`src/scdc_defs.svh`:
```
// Timing constants for the static-column DRAM controller.
// Assumes a 10 MHz controller clock (100 ns period).
`ifndef SCDC_DEFS_SVH
`define SCDC_DEFS_SVH
`define SCDC_CLK_NS            100
`define SCDC_POWERUP_US        100
`define SCDC_POWERUP_CYC       ((`SCDC_POWERUP_US * 1000 + `SCDC_CLK_NS - 1) / `SCDC_CLK_NS)
`define SCDC_WAKE_CYCLES       8
`define SCDC_REF_ROWS          512
`define SCDC_REF_PERIOD_MS     8
`define SCDC_REF_INTERVAL_CYC  ((`SCDC_REF_PERIOD_MS * 1000000) / `SCDC_REF_ROWS / `SCDC_CLK_NS)
`define SCDC_REF_URGENT_CYC    8
`define SCDC_PAGE_OPEN_MAX_NS  100000
`define SCDC_PAGE_OPEN_MAX_CYC (`SCDC_PAGE_OPEN_MAX_NS / `SCDC_CLK_NS - 4)
`define SCDC_ROW_BITS          10
`define SCDC_COL_BITS          10
`define SCDC_DATA_BITS         9
`endif

```
`src/scdc_pkg.sv`:
```
// Types for the static-column DRAM controller.
// Assumes scdc_defs.svh is on the include path.
`include "scdc_defs.svh"
package scdc_pkg;
  typedef struct packed {
    logic                         write;
    logic [`SCDC_ROW_BITS-1:0]    row;
    logic [`SCDC_COL_BITS-1:0]    col;
    logic [`SCDC_DATA_BITS-1:0]   wdata;
  } scdc_req_t;
  typedef struct packed {
    logic                         row_strobe_n;
    logic                         col_strobe_n;
    logic                         write_sel_n;
    logic [`SCDC_ROW_BITS-1:0]    addr;
  } scdc_pins_t;
  typedef enum {
    ST_POWERUP, ST_WAKE_LO, ST_WAKE_HI, ST_IDLE,
    ST_RD_ROW, ST_RD_COL, ST_RD_DATA, ST_CLOSE,
    ST_CBR_CAS, ST_CBR_RAS, ST_CBR_END, ST_PRECHARGE
  } scdc_state_t;
endpackage

```
`src/scdc_controller.sv`:
```
// Host-side controller for a 1M x 9 static-column DRAM: accesses, refresh and wake-up.
// Assumes a 10 MHz clock; strobe edges are one clock apart save at refresh end and wake-up into refresh, where both switch at once; covers all minimum times.
// Functional notes
// - All 512 rows are refreshed at least once every 8 ms, in any order.
// - After power-up wait 100 us and then run 8 row-strobe cycles before any access.
// - The 8-cycle wake-up is repeated whenever the 8 ms refresh interval was exceeded.
// - The column strobe is raised for at least the column precharge time before a new access.
// - In a read the write select stays high until the column or row strobe rises.
// - Hidden refresh cycles the row strobe with the column strobe held low.
// - Row-only refresh drives the row on the low nine lines with the column strobe high.
// - Column-before-row refresh lowers the column strobe at least 10 ns before the row strobe.
// - The row strobe stays low at most 100,000 ns, page accesses spaced by the cycle time.
// - Row is latched on the row strobe fall, column on the column strobe fall; write select low writes.
// - With the row strobe low, new columns in the same row give faster accesses.
`timescale 1ns/100ps
`include "scdc_defs.svh"
module scdc_controller (
  // Clock and reset
  input  wire logic                        CLOCK_IN,
  input  wire logic                        SRST_IN,
  // Request port
  input  wire logic                        REQ_VALID_IN,
  input  wire scdc_pkg::scdc_req_t         REQ_IN,
  output logic                             REQ_READY_OUT,
  output logic                             RD_VALID_OUT,
  output logic [`SCDC_DATA_BITS-1:0]       RD_DATA_OUT,
  output logic                             INIT_DONE_OUT,
  // DRAM pins
  output scdc_pkg::scdc_pins_t             DRAM_OUT,
  output logic [`SCDC_DATA_BITS-1:0]       DRAM_DQ_OUT,
  output logic                             DRAM_DQ_OE_OUT,
  input  wire logic [`SCDC_DATA_BITS-1:0]  DRAM_DQ_IN
);
  import scdc_pkg::*;

  // ----------------------------------------------------------------
  // State
  // ----------------------------------------------------------------
  scdc_state_t                 state;
  scdc_state_t                 next_state;
  scdc_pins_t                  pins;
  scdc_pins_t                  next_pins;
  logic [15:0]                 timer;
  logic [15:0]                 next_timer;
  logic [15:0]                 open_cnt;
  logic [15:0]                 next_open_cnt;
  logic [3:0]                  wake_cnt;
  logic [3:0]                  next_wake_cnt;
  logic                        init_done;
  logic                        next_init_done;
  logic                        page_open;
  logic                        next_page_open;
  logic [`SCDC_ROW_BITS-1:0]   open_row;
  logic [`SCDC_ROW_BITS-1:0]   next_open_row;
  scdc_req_t                   cur;
  scdc_req_t                   next_cur;
  logic [`SCDC_DATA_BITS-1:0]  rd_data;
  logic [`SCDC_DATA_BITS-1:0]  next_rd_data;
  logic                        rd_valid;
  logic                        next_rd_valid;
  logic [`SCDC_DATA_BITS-1:0]  dq_out;
  logic [`SCDC_DATA_BITS-1:0]  next_dq_out;
  logic                        dq_oe;
  logic                        next_dq_oe;
  logic                        ref_taken;
  logic                        ref_due;
  logic                        ref_urgent;
  logic                        ref_overrun;
  logic                        take_req;
  logic                        hit;
  logic                        page_limit;

  scdc_refresh_timer u_timer (
    .clk_in      (CLOCK_IN),
    .srst_in     (SRST_IN),
    .taken_in    (ref_taken),
    .due_out     (ref_due),
    .urgent_out  (ref_urgent),
    .overrun_out (ref_overrun)
  );

  // A request is taken only when the sequencer will serve it on this very edge: a miss on an
  // open page closes the page first and leaves the request pending.
  assign hit           = page_open && (REQ_IN.row == open_row);
  assign page_limit    = page_open && (open_cnt >= 16'(`SCDC_PAGE_OPEN_MAX_CYC));
  assign take_req      = (state == ST_IDLE) && init_done && REQ_VALID_IN && !ref_overrun
                         && !page_limit && (hit || !page_open)
                         && !(ref_urgent || (ref_due && !hit));
  assign REQ_READY_OUT = take_req;
  assign ref_taken     = (state == ST_CBR_RAS);
  assign INIT_DONE_OUT = init_done;
  assign RD_VALID_OUT  = rd_valid;
  assign RD_DATA_OUT   = rd_data;
  assign DRAM_OUT      = pins;
  assign DRAM_DQ_OUT   = dq_out;
  assign DRAM_DQ_OE_OUT = dq_oe;

  // ----------------------------------------------------------------
  // Sequencer
  // ----------------------------------------------------------------
  always_comb begin
    next_state     = state;
    next_pins      = pins;
    next_timer     = timer;
    next_wake_cnt  = wake_cnt;
    next_init_done = init_done;
    next_page_open = page_open;
    next_open_row  = open_row;
    next_cur       = cur;
    next_rd_data   = rd_data;
    next_rd_valid  = 1'b0;
    next_dq_out    = dq_out;
    next_dq_oe     = dq_oe;
    next_open_cnt  = page_open ? open_cnt + 16'h0001 : 16'h0000;
    case (state)
      ST_POWERUP: begin
        next_timer = timer + 16'h0001;
        if (timer == 16'((`SCDC_POWERUP_CYC) - 1)) begin
          next_state    = ST_WAKE_LO;
          next_wake_cnt = 4'h0;
        end
      end
      ST_WAKE_LO: begin
        next_pins.row_strobe_n = 1'b0;
        next_state             = ST_WAKE_HI;
      end
      ST_WAKE_HI: begin
        next_pins.row_strobe_n = 1'b1;
        next_wake_cnt          = wake_cnt + 4'h1;
        if (wake_cnt == 4'(`SCDC_WAKE_CYCLES - 1)) begin
          next_init_done = 1'b1;
          if (ref_due) begin
            // An owed refresh is served first; it also clears the overrun behind a re-wake.
            next_pins.col_strobe_n = 1'b0;
            next_state             = ST_CBR_CAS;
          end else begin
            next_state = ST_IDLE;
          end
        end else begin
          next_state = ST_WAKE_LO;
        end
      end
      ST_IDLE: begin
        if (ref_overrun && init_done) begin
          next_init_done = 1'b0;
          next_state     = ST_PRECHARGE;
          next_timer     = 16'h0000;
        end else if (take_req) begin
          next_cur = REQ_IN;
          if (hit) begin
            next_pins.addr        = REQ_IN.col;
            next_pins.write_sel_n = !REQ_IN.write;
            next_dq_out           = REQ_IN.wdata;
            next_dq_oe            = REQ_IN.write;
            next_state            = ST_RD_COL;
          end else begin
            next_pins.addr = REQ_IN.row;
            next_state     = ST_RD_ROW;
          end
        end else if (page_open && (page_limit || ref_due || REQ_VALID_IN)) begin
          next_state = ST_CLOSE;
        end else if (ref_due) begin
          // Only column-before-row refresh is issued; hidden and row-only cycles are never used.
          next_pins.col_strobe_n = 1'b0;
          next_state             = ST_CBR_CAS;
        end
      end
      ST_RD_ROW: begin
        next_pins.row_strobe_n = 1'b0;
        next_page_open         = 1'b1;
        next_open_row          = cur.row;
        if (!pins.row_strobe_n) begin
          // The column goes out one clock after the row strobe fell, so the row is held.
          next_pins.addr        = cur.col;
          next_pins.write_sel_n = !cur.write;
          next_dq_out           = cur.wdata;
          next_dq_oe            = cur.write;
          next_state            = ST_RD_COL;
        end
      end
      ST_RD_COL: begin
        next_pins.col_strobe_n = 1'b0;
        next_state             = ST_RD_DATA;
      end
      ST_RD_DATA: begin
        if (!cur.write) begin
          next_rd_data  = DRAM_DQ_IN;
          next_rd_valid = 1'b1;
        end
        next_pins.col_strobe_n = 1'b1;
        next_pins.write_sel_n  = 1'b1;
        next_dq_oe             = 1'b0;
        next_state             = ST_IDLE;
      end
      ST_CLOSE: begin
        next_pins.row_strobe_n = 1'b1;
        next_page_open         = 1'b0;
        next_state             = ST_IDLE;
      end
      ST_CBR_CAS: begin
        next_pins.row_strobe_n = 1'b0;
        next_state             = ST_CBR_RAS;
      end
      ST_CBR_RAS: begin
        next_pins.row_strobe_n = 1'b1;
        next_pins.col_strobe_n = 1'b1;
        next_state             = ST_CBR_END;
      end
      ST_CBR_END: begin
        next_state = ST_IDLE;
      end
      ST_PRECHARGE: begin
        next_pins.row_strobe_n = 1'b1;
        next_pins.col_strobe_n = 1'b1;
        next_page_open         = 1'b0;
        next_wake_cnt          = 4'h0;
        next_state             = ST_WAKE_LO;
      end
      default: begin
        next_state = ST_POWERUP;
      end
    endcase
  end

  always_ff @(posedge CLOCK_IN) begin
    if (SRST_IN) begin
      state     <= ST_POWERUP;
      pins      <= '{row_strobe_n: 1'b1, col_strobe_n: 1'b1, write_sel_n: 1'b1,
                     addr: 10'h000};
      timer     <= 16'h0000;
      open_cnt  <= 16'h0000;
      wake_cnt  <= 4'h0;
      init_done <= 1'b0;
      page_open <= 1'b0;
      open_row  <= 10'h000;
      cur       <= '0;
      rd_data   <= 9'h000;
      rd_valid  <= 1'b0;
      dq_out    <= 9'h000;
      dq_oe     <= 1'b0;
    end else begin
      state     <= next_state;
      pins      <= next_pins;
      timer     <= next_timer;
      open_cnt  <= next_open_cnt;
      wake_cnt  <= next_wake_cnt;
      init_done <= next_init_done;
      page_open <= next_page_open;
      open_row  <= next_open_row;
      cur       <= next_cur;
      rd_data   <= next_rd_data;
      rd_valid  <= next_rd_valid;
      dq_out    <= next_dq_out;
      dq_oe     <= next_dq_oe;
    end
  end
endmodule

```
`src/scdc_refresh_timer.sv`:
```
// Refresh interval timer: raises due when a refresh is owed and urgent near the deadline.
// Assumes taken_in pulses once each time a refresh cycle is issued.
`timescale 1ns/100ps
`include "scdc_defs.svh"
module scdc_refresh_timer (
  input  wire logic clk_in,
  input  wire logic srst_in,
  input  wire logic taken_in,
  output logic      due_out,
  output logic      urgent_out,
  output logic      overrun_out
);
  logic [15:0] count;
  logic [15:0] next_count;
  logic        owed;
  logic        next_owed;
  logic        overrun;
  logic        next_overrun;

  always_comb begin
    next_count   = count;
    next_owed    = owed;
    next_overrun = overrun;
    if (count == 16'((`SCDC_REF_INTERVAL_CYC) - 1)) begin
      next_count = 16'h0000;
      if (owed && !taken_in) begin
        next_overrun = 1'b1;
      end
      next_owed = 1'b1;
    end else begin
      next_count = count + 16'h0001;
      if (taken_in) begin
        next_owed    = 1'b0;
        next_overrun = 1'b0;
      end
    end
  end

  always_ff @(posedge clk_in) begin
    if (srst_in) begin
      count   <= 16'h0000;
      owed    <= 1'b0;
      overrun <= 1'b0;
    end else begin
      count   <= next_count;
      owed    <= next_owed;
      overrun <= next_overrun;
    end
  end

  assign due_out     = owed;
  assign urgent_out  = owed && (count >= 16'((`SCDC_REF_INTERVAL_CYC) - `SCDC_REF_URGENT_CYC));
  assign overrun_out = overrun;
endmodule

```
`config.mk`:
```
export PLATFORM = sky130hd
export DESIGN_NAME = scdc_controller
export DESIGN_NICKNAME = d
export VERILOG_FILES = /design/src/scdc_pkg.sv /design/src/scdc_controller.sv /design/src/scdc_refresh_timer.sv
export VERILOG_INCLUDE_DIRS = /design/src
export SDC_FILE = /design/constraint.sdc
export NUM_CORES = 1
export LEC_CHECK = 0
export BUFFER_PORTS_ARGS = -buffer_cell sky130_fd_sc_hd__buf_2
export CAP_MARGIN = 20
export CELL_PAD_IN_SITES_DETAIL_PLACEMENT = 1
export CELL_PAD_IN_SITES_GLOBAL_PLACEMENT = 1
export CORE_UTILIZATION = 47
export CTS_CLUSTER_DIAMETER = 200
export DETAILED_ROUTE_END_ITERATION = 6
export PLACE_DENSITY = 0.94
export SLEW_MARGIN = 20
export SYNTH_ARGS = -nofsm -noshare
export SYNTH_HDL_FRONTEND = slang
export SYNTH_SLANG_ARGS = --single-unit
export TNS_END_PERCENT = 50
```
`constraint.sdc`:
```
create_clock -name CLOCK_IN -period 6.41 [get_ports CLOCK_IN]
set_input_delay 0.9615 -clock CLOCK_IN [delete_from_list [all_inputs] [get_ports CLOCK_IN]]
set_output_delay 0.9615 -clock CLOCK_IN [all_outputs]
set_load 0.02 [all_outputs]
```
==> run metrics, run 1 <==
Slew Viols, Final=0; Crit Path Class=input pin to output port; Hold/Removal Path Class=flop to flop; Fin Hold WS=around 0.45 ns; row count=41; Data arrival, critical path=between 3 and 4 ns; total core area=between 0.01 and 0.015 mm²; cts bufs inserted=17; Layout area overhead=16.47%; fin crit share=0.6332; Final min period=4.059 ns; logic gate share of total power=0.045; HPWL Detailed=12370 µm; Critical path buffers and inverters=2; Post-Layout Cell Count=995; Die Y=about 120 µm; Max Root-Sink Buffers=2; CP dominant cell by count=buf_2; Post-synth EDFFs=0; final clock skew=about 0.0075 ns; global-route wire length before repair=between 30000 and 40000 µm; ranking of synthesized cells by area=dfxtp_1 43%, nor2_1 5.6%, a21oi_1 5.5%; met3 WL=approximately 900 µm; internal power=roughly 1500 µW; GR Overflow Total=0; Max Fclk=246.4 MHz; WL final=~19000 µm; R2R Path End=DRAM_DQ_OUT[2]; Final nets=859; clock slew at reported path FFs=approximately 0.05 ns; Yosys reg bits=about 130; Syn. warnings=0; Mapped Nets=816; uppermost layer routed=met4; Tot Pwr=1931 µW; antenna violations before repair=0; vias per inst=about 6; Die Wd=117.3 µm; Hold Crit Start=cur[20]; distinct cell type count of the synthesized netlist=56; gpl congestion=0.8462; Worst R2R Start=state[0]; Die Area=about 0.014 mm²; fillers=1529; drt initial violations=about 500; Setup TNS=0 ns; cts repair resizes=0; RSZ-0062 raised after global routing=false; Initial Utilization=0.4894; Slew Limit Headroom=0.4317; Gate Count Post-Synth=768; required time worst endpoint=around 5.5 ns; Max Cap Viol=0; Residual DRC=0; Via Count=6010; Psw=between 400 and 500 µW; # hold bufs at CTS=0; P per Cell Area=~270 mW/mm²; DRT antenna net count=0; cell with the most instances after synthesis=dfxtp_1; Fin. Hold Viols=0; CP Capture Type=output port; status=finished, final reports clean; First-pass DRT Iterations=5; vias in the first global route=6382; placed cell count=a little under 1000; Worst Hold End=open_row[1]; R2R Setup Slk=2.98 ns; Root Buffer=clkbuf_16; CTS tree=built; # H-tree levels=4; clk_lat worst skew=about 0.43 ns; cell area after synthesis=0.006251 mm²; CP top delay family=simple AND/OR/NAND/NOR gates; crit-path max cell delay=0.51 ns; largest net degree at the start of global routing=82; hold depth=2; # port buffers=76; Ports=77; cell chain of the critical path=buf_2 > xnor2_1 > and4_1 > nand3_1 > o21a_1 > a211oi_1 > buf_2; Reg power frac=0.435; clock sink count=about 130; overall routing resource usage=0.2836; Seq/Total Area, Yosys=0.4259; clock power share=0.520; antenna cells=0; worst reg2reg path depth=7; WL per Instance=roughly 19 µm; startpoint type of the worst setup path=input pin; Sw Ratio=0.2261; critical path's slowest cell=and4_1; Crit Path Max Fanout=12; maximum vdd ir drop=0.0002087 V; largest area contributor in the netlist=dfxtp_1; post-CTS setup buffers=0; DR WL met2=9725 µm; ys flop type=dfxtp_1; final setup vio count=0; top cell type's share of synthesized area=0.4259; Mean Syn Cell Area=just over 8 µm²; share of cells above drive strength 1=0.1531; Metal-1 WL=7671 µm; Post-synth ARST share=0; leakage=between 0.002 and 0.003 µW; Slew @ Worst Pin=0.8488 ns; Commonest cells post-synth=133 x dfxtp_1, 93 x nor2_1, 69 x a21oi_1
## layout make-up
cell class	count	area, µm²	area share
timing repair buffer	81	417.9	0.05740
sequential	133	2663	0.3657
tap	172	215.2	0.02956
clock inverter	9	126.4	0.01736
multi-input combinational	556	3302	0.4535
clock buffer	22	474.2	0.06513
inverter	22	82.58	0.01134
## stage by stage
stage / setup WS (ns) / cell area (µm²) / util
6_report: 2.352 / 7281 / 0.5700
5_1_grt: 2.313 / 7281 / 0.5700
4_1_cts: 2.406 / 7281 / 0.5700
3_5_place_dp: 2.523 / 6680 / 0.5230
3_3_place_gp: 2.646 / 6680 / 0.5230
2_1_floorplan: 2.973 / 6251 / -
## power groups by stage
stage	logic, µW	clock network, µW	registers [µW]
2_1_floorplan	52.2	0	852
3_3_place_gp	79.7	0	856
5_1_grt	94.4	1050	840
4_1_cts	85.9	1020	839
3_5_place_dp	84.0	0	857
6_report	87.4	1000	839
## cells by family after synthesis
| family | count (synthesis) | share of synthesized area |
|---|---|---|
| xor gates and xnor gates | 49 | 0.06865 |
| AOI/OAI and AO/OA | 199 | 0.1944 |
| buffers and inverters | 79 | 0.04924 |
| and+or+nand+nor | 291 | 0.2320 |
| muxes | 11 | 0.01781 |
| adders and majority gates | 6 | 0.01201 |
| DFF | 133 | 0.4259 |
## metal layers
metal  track usage  up-vias
met2        0.5092      173
met4        0.1153        0
met5             0        -
met3       0.06809       49
met1        0.3196     2966
li1              -     2822
## placed cells by master (no fill, tap or decap), drive strengths merged, types with 14 or more instances in the layout
cell type	instances
xnor2	24
nand3	67
nand2	49
nor2	93
inv	22
buf	81
nand4	21
dfxtp	133
a31oi	14
clkbuf	22
xor2	25
o21ai	49
a21oi	69
## worst max-delay path by stage
stage	cells after the start	slack, ns	from	to
2_1_floorplan	6	2.97	REQ_IN[19]	REQ_READY_OUT
3_3_place_gp	7	2.65	REQ_IN[21]	REQ_READY_OUT
3_5_place_dp	7	2.52	REQ_IN[28]	REQ_READY_OUT
4_1_cts	7	2.41	REQ_IN[28]	REQ_READY_OUT
5_1_grt	7	2.31	REQ_IN[28]	REQ_READY_OUT
6_report	7	2.35	REQ_IN[19]	REQ_READY_OUT
## tightest hold or removal path: stages (launching register included)
cell	delay, ns
dfxtp_1	0.30
nand2_1	0.05
a21oi_1	0.05
## flip-flops by register name, indices dropped and copies added (netlist names), 9 cells and up
name and flops:
u_timer.count 16, DRAM_OUT 13, timer 16, open_cnt 16
DRAM_DQ_OUT 9, open_row 10, cur 30, RD_DATA_OUT 9
No activity file was read; power rests on OpenSTA's default activity.
==> inputs of run 2 (changes only) <==
Settings changed: CORE_UTILIZATION 47 to 43, PLACE_DENSITY 0.94 to 0.88.
Clock period 6.41 ns to 4 ns, I/O delays scaled along.
==> run metrics, run 2 (synthesis results as in run 1) <==
# port buffers=between 70 and 80; R2R Setup Slk=between 0.7 and 0.8 ns; commonest non-fill, non-tap cell in the layout=dfxtp_1; global-route wire length before repair=around 30000 µm; Slew Viols, Final=0; CTS tree=built; antenna violations before repair=0; Fin. Hold Viols=0; drt initial violations=around 460; Hold/Removal Path Class=input pin to flop; Biggest register=cur; CP Capture Type=flop; Residual DRC=0; overall routing resource usage=0.2563; crit-path max cell delay=~0.65 ns; cts repair resizes=0; register area=approximately 0.0027 mm²; cts bufs inserted=17; Die Y=122.6 µm; HPWL Detailed=roughly 12000 µm; R2R Path End=DRAM_DQ_OUT[7]; cell chain of the critical path=and4bb_4 > nand4b_1 > a221o_1 > buf_4 > o41ai_4 > nand2_2 > a221oi_1; WL per Instance=18.49 µm; # hold bufs at CTS=0; row count=43; P per Cell Area=approximately 420 mW/mm²; Slew @ Worst Pin=around 0.95 ns; fillers=about 1700; Slew Limit Headroom=0.3661; total core area=around 0.014 mm²; fin crit share=0.8140; Data arrival, critical path=about 3.6 ns; multi-input logic area=about 0.0033 mm²; Layout area overhead=16.53%; Max Root-Sink Buffers=2; clock slew at reported path FFs=roughly 0.060 ns; worst reg2reg path depth=7; status=finished, final reports clean; Ports=77; Worst R2R Start=state[1]; clk_lat worst skew=around 0.42 ns; vias per inst=5.967; Root Buffer=clkbuf_16; Max Fclk=~310 MHz; maximum vdd ir drop=0.0002840 V; Setup TNS=0 ns; clock sink count=133; share of cells above drive strength 1=0.1552; Die Wd=about 120 µm; Hold Crit Start=DRAM_DQ_IN[6]; Crit Path Max Fanout=44; post-CTS setup buffers=0; largest net degree at the start of global routing=a little under 50; DRT antenna net count=0; startpoint type of the worst setup path=flop; commonest non-fill, non-tap cells in the layout=133 x dfxtp_1, 93 x nor2_1, 76 x buf_2, 69 x a21oi_1, 66 x nand3_1; final setup vio count=0; antenna cells=0; Worst Hold End=RD_DATA_OUT[6]; Die Area=around 0.015 mm²; Final min period=between 3 and 4 ns; final clock skew=between 0.008 and 0.009 ns; critical path depth=7; critical path's slowest cell=dfxtp_1; CP startpoint=state[1]; Largest register FFs=30; hold depth=3; vias in the first global route=roughly 6200; CP top delay family=compound AO/OA/AOI/OAI gates; GR Overflow Total=0; Finished Core Util=0.5188; gpl congestion=approximately 0.84; Critical path buffers and inverters=1; Final nets=860; Max Cap Viol=0; RSZ-0062 raised after global routing=false; WL final=between 15000 and 20000 µm; First-pass DRT Iterations=5; leakage=~0.0027 µW; Via Count=~6000; Initial Utilization=0.4452; Crit Path Class=flop to flop; required time worst endpoint=around 4.3 ns; # H-tree levels=4
## run 2: changes by cell type in the layout (fill, tap and decap cells not counted)
cell	before	now
buf_4	5	6
bufinv_16	3	2
clkbuf_8	3	2
clkinv_2	4	3
clkinv_4	1	4
inv_6	0	1
## run 2: layout make-up
| type | count | share of cell area |
|---|---|---|
| inverter | 22 | 0.01134 |
| tap | 180 | 0.03092 |
| clock buffer | 21 | 0.06321 |
| sequential | 133 | 0.3655 |
| timing repair buffer | 82 | 0.05840 |
| clock inverter | 11 | 0.01735 |
| multi-input combinational | 556 | 0.4533 |
## run 2: tightest hold or removal path: stages
cell and delay [ns]:
buf_2 0.08, mux2i_1 0.05, nor2_1 0.08
## run 2: how the worst max path moves through the flow
stage                     endpoint  slack (ns)
floorplan            REQ_READY_OUT        1.29
CTS                 DRAM_DQ_OUT[7]        0.72
global route        DRAM_DQ_OUT[7]        0.59
finish              DRAM_DQ_OUT[7]        0.74
global placement     REQ_READY_OUT        0.92
detailed placement  DRAM_DQ_OUT[7]        0.84
## run 2: metrics by stage
step | hold WS, ns | total power (µW) | cell area, µm² | instances | worst slack (ns)
after floorplan | 0.4284 | 1450 | 6251 | 768 | 1.286
after global placement | 0.4299 | 1501 | 6698 | 973 | 0.9183
after detailed placement | 0.4429 | 1508 | 6698 | 973 | 0.8433
after CTS | 0.4142 | 3053 | 7284 | 1005 | 0.7235
after global routing | 0.4315 | 3126 | 7284 | 1005 | 0.5886
final | 0.4159 | 3043 | 7284 | 1005 | 0.7438
## run 2: per-layer routing
metal  global-route usage  wire (µm)  up-vias
met5                    0          0        -
met4              0.08232        302        0
met3              0.05669        897       34
met2               0.4501       9433      179
met1               0.3083       7947     2966
li1                     -          -     2818
## run 2: report_power, final
part / internal [µW] / switching [µW]
Combinational: 40.4 / 100
Clock: 952 / 606
Sequential: 1330 / 11.8
Total: 2320 / 718
